`src/logic/hut_pkg.sv`:
```
// shared constants and types of the serial transport, both ends
// assumes one 250 MHz reference clock on each end
package hut_pkg;

  // ----------------------------------------
  // clock and line rate
  // ----------------------------------------
  localparam int CLK_HZ = 250_000_000;
  localparam int BAUD_DEFAULT = 57_600;
  localparam int DIV_W = 20;
  localparam logic [DIV_W-1:0] DEF_DIV = DIV_W'(CLK_HZ / BAUD_DEFAULT);
  localparam logic [DIV_W-1:0] MIN_DIV = 20'h00004;

  // ----------------------------------------
  // character framing
  // ----------------------------------------
  localparam int DATA_BITS = 8;
  localparam logic [2:0] LAST_BIT = 3'h7;
  localparam int FRAME_BITS = 10;
  localparam logic IDLE_LVL = 1'b1;
  localparam logic START_LVL = 1'b0;

  // ----------------------------------------
  // buffering and flow control
  // ----------------------------------------
  localparam int FIFO_DEPTH = 128;
  localparam int FLOW_OFF_US = 3000;
  // characters a far end may still land after flow-off at the default rate
  localparam int RTS_MARGIN = (FLOW_OFF_US * BAUD_DEFAULT) / (FRAME_BITS * 1_000_000);

  typedef enum logic [1:0] {ST_IDLE, ST_START, ST_DATA, ST_STOP} hut_state_e;

endpackage : hut_pkg

```
`src/logic/hut_link_if.sv`:
```
// crossed four-wire serial link between device end and host end
// assumes the bench instantiates it once and connects both ends
`timescale 1ns/10ps
interface hut_link_if;
  logic dev_txd;
  logic dev_rts;
  logic host_txd;
  logic host_rts;

  // each end sees the far txd as rxd and the far rts as cts
  modport dev (
    output dev_txd,
    output dev_rts,
    input host_txd,
    input host_rts
  );
  modport host (
    output host_txd,
    output host_rts,
    input dev_txd,
    input dev_rts
  );
endinterface : hut_link_if

```
`src/logic/hut_dev_end.sv`:
```
// device end of the transport: uart with 128-byte tx and rx fifos
// assumes ref_clk at 250 MHz, link pins from hut_link_if.dev
//
// Contract
// baud configurable, default 57.6 kbit/s after reset
// every character carries eight data bits
// no parity, single stop bit
// rts/cts only guards receive buffer overrun
// far transmitter stops within 3 ms
// start a character only while cts high
// no new character while cts low
// txd to far rxd, rts to far cts
// line assumed error free, no recovery
// separate 128-byte transmit and receive fifos
// rxd txd cts rts on dedicated pins
// low start bit, data lsb first
`timescale 1ns/10ps
module hut_dev_end #(
  parameter logic [hut_pkg::DIV_W-1:0] BAUD_DIV = hut_pkg::DEF_DIV,
  parameter int DEPTH = hut_pkg::FIFO_DEPTH,
  parameter int RTS_MARGIN = hut_pkg::RTS_MARGIN
) (
  input wire logic ref_clk,
  input wire logic rst_b,
  hut_link_if.dev link,
  input wire logic cfg_div_load,
  input wire logic [hut_pkg::DIV_W-1:0] cfg_div,
  input wire logic tx_valid,
  input wire logic [hut_pkg::DATA_BITS-1:0] tx_data,
  output logic tx_ready,
  output logic rx_valid,
  output logic [hut_pkg::DATA_BITS-1:0] rx_data,
  input wire logic rx_ready
);

  // ----------------------------------------
  // local sizes
  // ----------------------------------------
  localparam int PTR_W = $clog2(DEPTH);
  localparam int CNT_W = PTR_W + 1;
  localparam logic [CNT_W-1:0] CNT_FULL = CNT_W'(DEPTH);
  localparam logic [CNT_W-1:0] CNT_RTS_OFF = CNT_W'(DEPTH - RTS_MARGIN);
  localparam logic [CNT_W-1:0] CNT_ONE = CNT_W'(1);

  logic [hut_pkg::DIV_W-1:0] baud_div;
  logic [2:0] sy_rxd;
  logic [2:0] sy_cts;
  logic rxd_f;
  logic cts_f;
  logic txd;
  logic rts;

  // ----------------------------------------
  // rate register
  // ----------------------------------------
  // reload ignored below the least usable divisor
  always_ff @(posedge ref_clk or negedge rst_b) begin
    if (!rst_b) begin
      baud_div <= BAUD_DIV;
    end else if (cfg_div_load && (cfg_div >= hut_pkg::MIN_DIV)) begin
      baud_div <= cfg_div;
    end
  end

  // ----------------------------------------
  // pin input filters
  // ----------------------------------------
  // three stages, a change counts once stages two and three agree
  always_ff @(posedge ref_clk or negedge rst_b) begin
    if (!rst_b) begin
      sy_rxd <= {3{hut_pkg::IDLE_LVL}};
      sy_cts <= 3'h0;
      rxd_f <= hut_pkg::IDLE_LVL;
      cts_f <= 1'b0;
    end else begin
      sy_rxd <= {sy_rxd[1:0], link.host_txd};
      sy_cts <= {sy_cts[1:0], link.host_rts};
      if (sy_rxd[1] == sy_rxd[2]) begin
        rxd_f <= sy_rxd[2];
      end
      if (sy_cts[1] == sy_cts[2]) begin
        cts_f <= sy_cts[2];
      end
    end
  end

  // ----------------------------------------
  // transmit fifo
  // ----------------------------------------
  logic [hut_pkg::DATA_BITS-1:0] tx_mem [DEPTH];
  logic [PTR_W-1:0] tx_wr;
  logic [PTR_W-1:0] tx_rd;
  logic [CNT_W-1:0] tx_count;
  hut_pkg::hut_state_e tx_state;
  logic [hut_pkg::DIV_W-1:0] tx_cnt;
  logic [2:0] tx_bit;
  logic [hut_pkg::DATA_BITS-1:0] tx_shift;

  // push from user, pop only when idle and cts high
  wire tx_push = tx_valid && tx_ready;
  wire tx_pop = (tx_state == hut_pkg::ST_IDLE) && (tx_count != '0) && cts_f;
  wire [CNT_W-1:0] next_tx_count = tx_count + (tx_push ? CNT_ONE : '0) - (tx_pop ? CNT_ONE : '0);

  always_ff @(posedge ref_clk) begin
    if (tx_push) begin
      tx_mem[tx_wr] <= tx_data;
    end
  end

  always_ff @(posedge ref_clk or negedge rst_b) begin
    if (!rst_b) begin
      tx_wr <= '0;
      tx_rd <= '0;
      tx_count <= '0;
      tx_ready <= 1'b0;
    end else begin
      tx_wr <= tx_wr + (tx_push ? PTR_W'(1) : '0);
      tx_rd <= tx_rd + (tx_pop ? PTR_W'(1) : '0);
      tx_count <= next_tx_count;
      tx_ready <= next_tx_count != CNT_FULL;
    end
  end

  // ----------------------------------------
  // transmitter
  // ----------------------------------------
  wire tx_tick = (tx_cnt == baud_div - 1'b1);

  // bit timer, held at zero while idle
  always_ff @(posedge ref_clk or negedge rst_b) begin
    if (!rst_b) begin
      tx_cnt <= '0;
    end else begin
      tx_cnt <= ((tx_state == hut_pkg::ST_IDLE) || tx_tick) ? '0 : tx_cnt + 1'b1;
    end
  end

  // start, eight data bits lsb first, one stop bit
  always_ff @(posedge ref_clk or negedge rst_b) begin
    if (!rst_b) begin
      tx_state <= hut_pkg::ST_IDLE;
      tx_bit <= 3'h0;
      tx_shift <= '0;
      txd <= hut_pkg::IDLE_LVL;
    end else begin
      case (tx_state)
        hut_pkg::ST_IDLE: begin
          txd <= hut_pkg::IDLE_LVL;
          if (tx_pop) begin
            tx_shift <= tx_mem[tx_rd];
            txd <= hut_pkg::START_LVL;
            tx_state <= hut_pkg::ST_START;
          end
        end
        hut_pkg::ST_START: begin
          if (tx_tick) begin
            txd <= tx_shift[0];
            tx_bit <= 3'h0;
            tx_state <= hut_pkg::ST_DATA;
          end
        end
        hut_pkg::ST_DATA: begin
          if (tx_tick) begin
            if (tx_bit == hut_pkg::LAST_BIT) begin
              txd <= hut_pkg::IDLE_LVL;
              tx_state <= hut_pkg::ST_STOP;
            end else begin
              txd <= tx_shift[1];
              tx_shift <= tx_shift >> 1;
              tx_bit <= tx_bit + 3'h1;
            end
          end
        end
        default: begin
          // one stop bit, then cts is looked at again
          if (tx_tick) begin
            tx_state <= hut_pkg::ST_IDLE;
          end
        end
      endcase
    end
  end

  // ----------------------------------------
  // receiver
  // ----------------------------------------
  hut_pkg::hut_state_e rx_state;
  logic [hut_pkg::DIV_W-1:0] rx_cnt;
  logic [2:0] rx_bit;
  logic [hut_pkg::DATA_BITS-1:0] rx_shift;

  wire rx_tick = (rx_cnt == baud_div - 1'b1);
  wire rx_half = (rx_cnt == (baud_div >> 1));
  wire rx_clr = (rx_state == hut_pkg::ST_IDLE) || rx_tick ||
                ((rx_state == hut_pkg::ST_START) && rx_half);
  // character kept only with a high stop bit, no recovery otherwise
  wire rx_done = (rx_state == hut_pkg::ST_STOP) && rx_tick &&
                 (rxd_f == hut_pkg::IDLE_LVL);

  always_ff @(posedge ref_clk or negedge rst_b) begin
    if (!rst_b) begin
      rx_cnt <= '0;
    end else begin
      rx_cnt <= rx_clr ? '0 : rx_cnt + 1'b1;
    end
  end

  // start edge, mid-bit check, then sample at bit centres
  always_ff @(posedge ref_clk or negedge rst_b) begin
    if (!rst_b) begin
      rx_state <= hut_pkg::ST_IDLE;
      rx_bit <= 3'h0;
      rx_shift <= '0;
    end else begin
      case (rx_state)
        hut_pkg::ST_IDLE: begin
          if (rxd_f == hut_pkg::START_LVL) begin
            rx_state <= hut_pkg::ST_START;
          end
        end
        hut_pkg::ST_START: begin
          if (rx_half) begin
            rx_bit <= 3'h0;
            rx_state <= (rxd_f == hut_pkg::START_LVL) ? hut_pkg::ST_DATA : hut_pkg::ST_IDLE;
          end
        end
        hut_pkg::ST_DATA: begin
          if (rx_tick) begin
            rx_shift <= {rxd_f, rx_shift[hut_pkg::DATA_BITS-1:1]};
            rx_bit <= rx_bit + 3'h1;
            if (rx_bit == hut_pkg::LAST_BIT) begin
              rx_state <= hut_pkg::ST_STOP;
            end
          end
        end
        default: begin
          if (rx_tick) begin
            rx_state <= hut_pkg::ST_IDLE;
          end
        end
      endcase
    end
  end

  // ----------------------------------------
  // receive fifo and output stage
  // ----------------------------------------
  logic [hut_pkg::DATA_BITS-1:0] rx_mem [DEPTH];
  logic [PTR_W-1:0] rx_wr;
  logic [PTR_W-1:0] rx_rd;
  logic [CNT_W-1:0] rx_count;

  // a character that meets a full fifo is dropped
  wire rx_push = rx_done && (rx_count != CNT_FULL);
  wire rx_load = (rx_count != '0) && (!rx_valid || rx_ready);
  wire [CNT_W-1:0] next_rx_count = rx_count + (rx_push ? CNT_ONE : '0) - (rx_load ? CNT_ONE : '0);

  always_ff @(posedge ref_clk) begin
    if (rx_push) begin
      rx_mem[rx_wr] <= rx_shift;
    end
  end

  always_ff @(posedge ref_clk or negedge rst_b) begin
    if (!rst_b) begin
      rx_wr <= '0;
      rx_rd <= '0;
      rx_count <= '0;
    end else begin
      rx_wr <= rx_wr + (rx_push ? PTR_W'(1) : '0);
      rx_rd <= rx_rd + (rx_load ? PTR_W'(1) : '0);
      rx_count <= next_rx_count;
    end
  end

  // output register, refilled when empty or taken
  always_ff @(posedge ref_clk or negedge rst_b) begin
    if (!rst_b) begin
      rx_valid <= 1'b0;
      rx_data <= '0;
    end else if (rx_load) begin
      rx_valid <= 1'b1;
      rx_data <= rx_mem[rx_rd];
    end else if (rx_ready) begin
      rx_valid <= 1'b0;
    end
  end

  // rts drops with room left for what arrives during flow-off
  always_ff @(posedge ref_clk or negedge rst_b) begin
    if (!rst_b) begin
      rts <= 1'b0;
    end else begin
      rts <= next_rx_count < CNT_RTS_OFF;
    end
  end

  // ----------------------------------------
  // pins
  // ----------------------------------------
  assign link.dev_txd = txd;
  assign link.dev_rts = rts;

endmodule : hut_dev_end

```
`src/flat_wrapper.sv`:
```
// flat-port wrapper written by rule: the top's interface ports become plain ports
module hut_dev_end_flat 
#(
  parameter logic [hut_pkg::DIV_W-1:0] BAUD_DIV = hut_pkg::DEF_DIV,
  parameter int DEPTH = hut_pkg::FIFO_DEPTH,
  parameter int RTS_MARGIN = hut_pkg::RTS_MARGIN
)
  (ref_clk, rst_b, cfg_div_load, cfg_div, tx_valid, tx_data, tx_ready, rx_valid, rx_data, rx_ready, link_dev_txd, link_dev_rts, link_host_txd, link_host_rts);
  hut_link_if link_i ();
  input wire logic ref_clk;
  input wire logic rst_b;
  input wire logic cfg_div_load;
  input wire logic [hut_pkg::DIV_W-1:0] cfg_div;
  input wire logic tx_valid;
  input wire logic [hut_pkg::DATA_BITS-1:0] tx_data;
  output logic tx_ready;
  output logic rx_valid;
  output logic [hut_pkg::DATA_BITS-1:0] rx_data;
  input wire logic rx_ready;
  output wire logic [$bits(link_i.dev_txd)-1:0] link_dev_txd;
  output wire logic [$bits(link_i.dev_rts)-1:0] link_dev_rts;
  input wire logic [$bits(link_i.host_txd)-1:0] link_host_txd;
  input wire logic [$bits(link_i.host_rts)-1:0] link_host_rts;
  assign link_dev_txd = link_i.dev_txd;
  assign link_dev_rts = link_i.dev_rts;
  assign link_i.host_txd = link_host_txd;
  assign link_i.host_rts = link_host_rts;
  hut_dev_end #(.BAUD_DIV(BAUD_DIV), .DEPTH(DEPTH), .RTS_MARGIN(RTS_MARGIN)) u_core (.ref_clk(ref_clk), .rst_b(rst_b), .link(link_i), .cfg_div_load(cfg_div_load), .cfg_div(cfg_div), .tx_valid(tx_valid), .tx_data(tx_data), .tx_ready(tx_ready), .rx_valid(rx_valid), .rx_data(rx_data), .rx_ready(rx_ready));
endmodule
```
`config.mk`:
```
export PLATFORM = sky130hd
export DESIGN_NAME = hut_dev_end_flat
export DESIGN_NICKNAME = d
export VERILOG_FILES = /design/src/logic/hut_pkg.sv /design/src/logic/hut_link_if.sv /design/src/logic/hut_dev_end.sv /design/src/flat_wrapper.sv
export SDC_FILE = /design/constraint.sdc
export NUM_CORES = 2
export LEC_CHECK = 0
export BUFFER_PORTS_ARGS = -buffer_cell sky130_fd_sc_hd__buf_2
export CAP_MARGIN = 20
export CORE_MARGIN = 4
export CORE_UTILIZATION = 63
export CTS_CLUSTER_DIAMETER = 100
export DETAILED_ROUTE_END_ITERATION = 10
export GPL_TIMING_DRIVEN = 0
export PLACE_DENSITY = 0.79
export SLEW_MARGIN = 25
export SYNTH_ARGS = -nofsm -noshare
export SYNTH_HDL_FRONTEND = slang
export SYNTH_SLANG_ARGS = --single-unit
```
`constraint.sdc`:
```
create_clock -name ref_clk -period 5.6 [get_ports ref_clk]
set_input_delay 0.84 -clock ref_clk [delete_from_list [all_inputs] [get_ports ref_clk]]
set_output_delay 0.84 -clock ref_clk [all_outputs]
set_load 0.005 [all_outputs]
```
==> reports/metrics.sh <==
OUTCOME='finished clean'
YOSYS_WARNINGS=0
CRITPATHARRIVALTIME_NS=6.28
CLOCK_SINKS=2198
SYNTH.AREA.MUX_SHARE_PCT=13.1
SYNTH_AREA_PER_CELL_UM2=17.4
NETLIST.AREA_LEADER.SHARE_PCT=69.6
PLACEDINSTANCEAREA_MM2=0.0917
MAX-SLEW-MARGIN-REL_PCT=20.5
POST_SYNTH_AND_OR_NAND_NOR_AREA_FRACTION_PCT=4.08
POST_DETAILED_ROUTE_COUNT_OF_ANTENNA_VIOLATING_NETS=0
POWER_DENSITY_mW_PER_MM2=456
TOTALPOWERFINAL_uW=44900
SYNTH_TOP_FAMILY_BY_AREA='multiplexers'
CLK_LATENCY_NS=0.83
SETUP-VIOLATIONS-FINAL=0
SYNTH-ADDER-AREA-SHARE_PCT=0.719
SKEW_NS=0.0387
FP.COREAREA_MM2=0.139
ANTENNA_CELLS=0
IOS=47
TIMING.FINAL.CRIT_SHARE_PCT=98.8
NNETSFINAL=5438
VDD_IR_DROP_MAX_mV=0.335
GRT_UTIL_ALL_LAYERS_PCT=31.9
SETUP_SLACK_NS=0.0668
GLOBALROUTEOVERFLOWTOTAL=0
CP_SLOWEST_CELL='nor3_1'
LAYOUT.CELLS.MOST_COMMON_LIST='edfxtp_1 (2,048), mux2i_1 (464), nor2_1 (370)'
AVGROUTEDWIREPERCELL_UM=31.3
FINAL-MAX-SLEW-VIOLATION-COUNT=0
CRIT_PATH_START_KIND='register'
DIE_Y_UM=383
CRITICAL_PATH_CLASS='reg2reg'
CELL_AREA_AFTER_SYNTHESIS_MM2=0.0884
CRIT_PATH_MAX_CELL_DELAY_NS=0.91
SYNTH_XOR_XNOR_AREA_SHARE_PCT=1.45
VIASPERCELL=6.80
TIGHTESTPINTRANSITION_NS=1.18
SYNTH.TOP_CELLS.BY_AREA='edfxtp_1 (70%), mux4_2 (6.8%), mux2i_1 (5.3%)'
ROUTED_WIRELENGTH_UM=232000
ANTENNA_FOUND_INITIAL=1
PRECTSSETUPSLACK_NS=-0.370
NETLIST.TOP_CELL.BY_AREA='edfxtp_1'
FINALHOLDVIOLATIONS=0
MAX_FREQ_MHz=181
CTS_TREE='built'
GRT_START_MAX_NET_PINS=97
SYNTHESIS.INSTANCES=5070
NUMBER_OF_BUFFERS_ON_THE_LONGEST_CLOCK_PATH=3
YS_FF_LATCH=2198
DIE_AREA_MM2=0.146
PLACE_INST=7017
SYNTH-COMPOUND-AREA-SHARE_PCT=5.17
MOST_REPEATED_LIBRARY_CELL_ON_THE_CRITICAL_PATH='clkbuf_1'
PLACEMENT_ROWS=137
POST-DP-HPWL_UM=152000
DRC_ERRORS=0
SYN_NETS=5153
SYNTH_ENABLE_FLOP_CELLS=2048
COMMONEST_NON_FILL_NON_TAP_CELL_IN_THE_LAYOUT='edfxtp_1'
SYNTH_ASYNC_SR_FLOP_SHARE_PCT=6.82
TRITONCTS.NUM_BUFFERS=203
SYNTH_SEQ_AREA_SHARE_PCT=73.9
PATH_CELLS='clkbuf_1 -> clkbuf_1 -> clkbuf_1 -> clkbuf_1 -> mux4_2 -> o22ai_1 -> nor3_1 -> a21oi_1 -> o22ai_1 -> nand2_1 -> mux2i_1'
POWER.STATIC_LEAKAGE_uW=0.0306
CTS_ROOT_BUFFER='clkbuf_16'
GLOBAL_ROUTE_WIRE_LENGTH_BEFORE_REPAIR_UM=338000
NETLIST_CELL_TYPES=74
CRITICAL_PATH_REQUIRED_NS=6.35
HTREE_NUM_LEVELS=4
FIN_AREA_MM2=0.0983
VIAS=50342
WORST_SETUP_HOLD_PATH_CLK_SLEW_NS=0.06
LARGEST_DRIVER_FANOUT_ON_THE_CRITICAL_PATH=10
INITIAL_CORE_UTIL_PCT=63.4
MIN_PERIOD_NS=5.53
STARTING_DRT_DRC_COUNT=7643
DETAILEDROUTE.FIRSTPASSITERATIONCOUNT=7
SYNTHFLOPTYPE='edfxtp_1'
AREA_GROWTH_PCT=11.3
DRV.MAX_CAP_VIOLATION_COUNT=0
FIRST_GLOBAL_VIAS=49631
RSZ0062_AT_GRT='false'
CLASS_OF_THE_TIGHTEST_HOLD_OR_REMOVAL_CHECK='in2reg'
POST_ROUTE_CELLS_DRIVE_ABOVE_1_SHARE_PCT=15.8
FINAL-INSTANCE-COUNT-EXCL-FILL=7401
PLACE_CONGESTION=0.968
FLOORPLAN.DIE.WIDTH_UM=383
SETUP.WORST_PATH.END_CLASS='register'
WHS_NS=0.139
PLACEMENT.IO_BUFFERS=45
-- sequential cells by signal, indices dropped and copies added (netlist names), 2 cells and up --
| signal | flops |
|---|---|
| u_core.baud_div | 20 |
| u_core.rx_bit | 3 |
| u_core.rx_cnt | 20 |
| u_core.rx_count | 8 |
| u_core.rx_data | 8 |
| u_core.rx_mem | 1024 |
| u_core.rx_rd | 7 |
| u_core.rx_shift | 8 |
| u_core.rx_state | 2 |
| u_core.rx_wr | 7 |
| u_core.sy_cts | 3 |
| u_core.sy_rxd | 3 |
| u_core.tx_bit | 3 |
| u_core.tx_cnt | 20 |
| u_core.tx_count | 8 |
| u_core.tx_mem | 1024 |
| u_core.tx_rd | 7 |
| u_core.tx_shift | 8 |
| u_core.tx_state | 2 |
| u_core.tx_wr | 7 |
-- Yosys cell counts (6+ instances only) --
cell	instances
o22ai_1	125
xnor2_1	73
dfstp_2	11
or4_1	7
edfxtp_1	2048
nand2b_1	6
nand3b_1	8
xor2_1	66
nor2_1	414
buf_1	63
ha_1	46
buf_2	45
nand3_1	53
o221ai_1	179
nand4_1	28
nor3_1	81
mux4_2	266
dfrtp_1	139
o21ai_0	99
a22oi_1	6
or2_2	6
nand2_1	110
inv_1	55
mux2i_1	464
nor2b_1	27
mux2_2	86
a21oi_1	253
nor4_1	15
and3_1	13
clkbuf_1	191
-- final timing paths --
check / from / to / slack (ns) / cells after the start
max: u_core.tx_rd[1]$_DFF_PN0_ / u_core.tx_shift[5]$_DFFE_PN0P_ / 0.07 / 11
max reg2reg: u_core.tx_rd[1]$_DFF_PN0_ / u_core.tx_shift[5]$_DFFE_PN0P_ / 0.07 / 11
max in group asynchronous: rst_b / u_core.rx_shift[1]$_DFFE_PN0P_ / 4.09 / 4
min reg2reg: u_core.sy_rxd[0]$_DFF_PN1_ / u_core.sy_rxd[1]$_DFF_PN1_ / 0.35 / 0
min in group asynchronous: rst_b / u_core.tx_wr[0]$_DFF_PN0_ / 0.47 / 2
min: link_host_rts / u_core.sy_cts[0]$_DFF_PN0_ / 0.14 / 1
-- through the flow --
step	TNS, ns	utilization, %
final	0	70.6
after global routing	0	70.6
after CTS	-6.03	70.5
after detailed placement	-39.18	65.8
after global placement	-11.94	65.3
after floorplan	0	-
-- layer usage --
layer / track usage, % / part of all wire [%]
met5: 0 / 0.0065
met4: 18.8 / 7.0
met3: 6.13 / 9.9
met2: 51.4 / 48
met1: 41.1 / 35
-- timing repair --
action,in CTS,in global routing
hold buffers,1,0
pin swaps,2,3
endpoints found under the setup margin,424,281
gates resized for setup,15,38
buffers inserted,8,0
gates cloned,0,0
hold endpoints to repair,21,0
-- critical path, delay by kind of cell (launching register included) --
kind,cells,cell delay [ns]
buffers and inverters,4,3.18
AO/OA/AOI/OAI,3,0.43
flip-flops,1,0.36
multiplexers,2,0.48
AND/OR/NAND/NOR,2,0.98
-- cells by family (layout without fill, tap and decap cells) --
kind of cell | after synthesis | in the layout
adders and majority gates | 50 | 50
buffers and inverters | 357 | 812
muxes | 816 | 816
AOI/OAI and AO/OA | 710 | 710
xor gates and xnor gates | 142 | 142
DFF | 2198 | 2198
and+or+nand+nor | 797 | 797
-- power breakdown --
group / internal [uW] / switching (uW)
Combinational: 4240 / 8630
Clock: 7620 / 5940
Sequential: 18200 / 211
Total: 30100 / 14800
-- layout make-up --
cell class	instances	area, um2
Sequential cell	2198	65300
Fill cell	8329	41000
Multi-Input combinational cell	2515	21800
Clock buffer	249	5400
Tap cell	1876	2350
Buffer	299	1210
Clock inverter	126	1080
Timing Repair Buffer	81	950
Inverter	57	214
No activity file was read; power rests on OpenSTA's default activity.
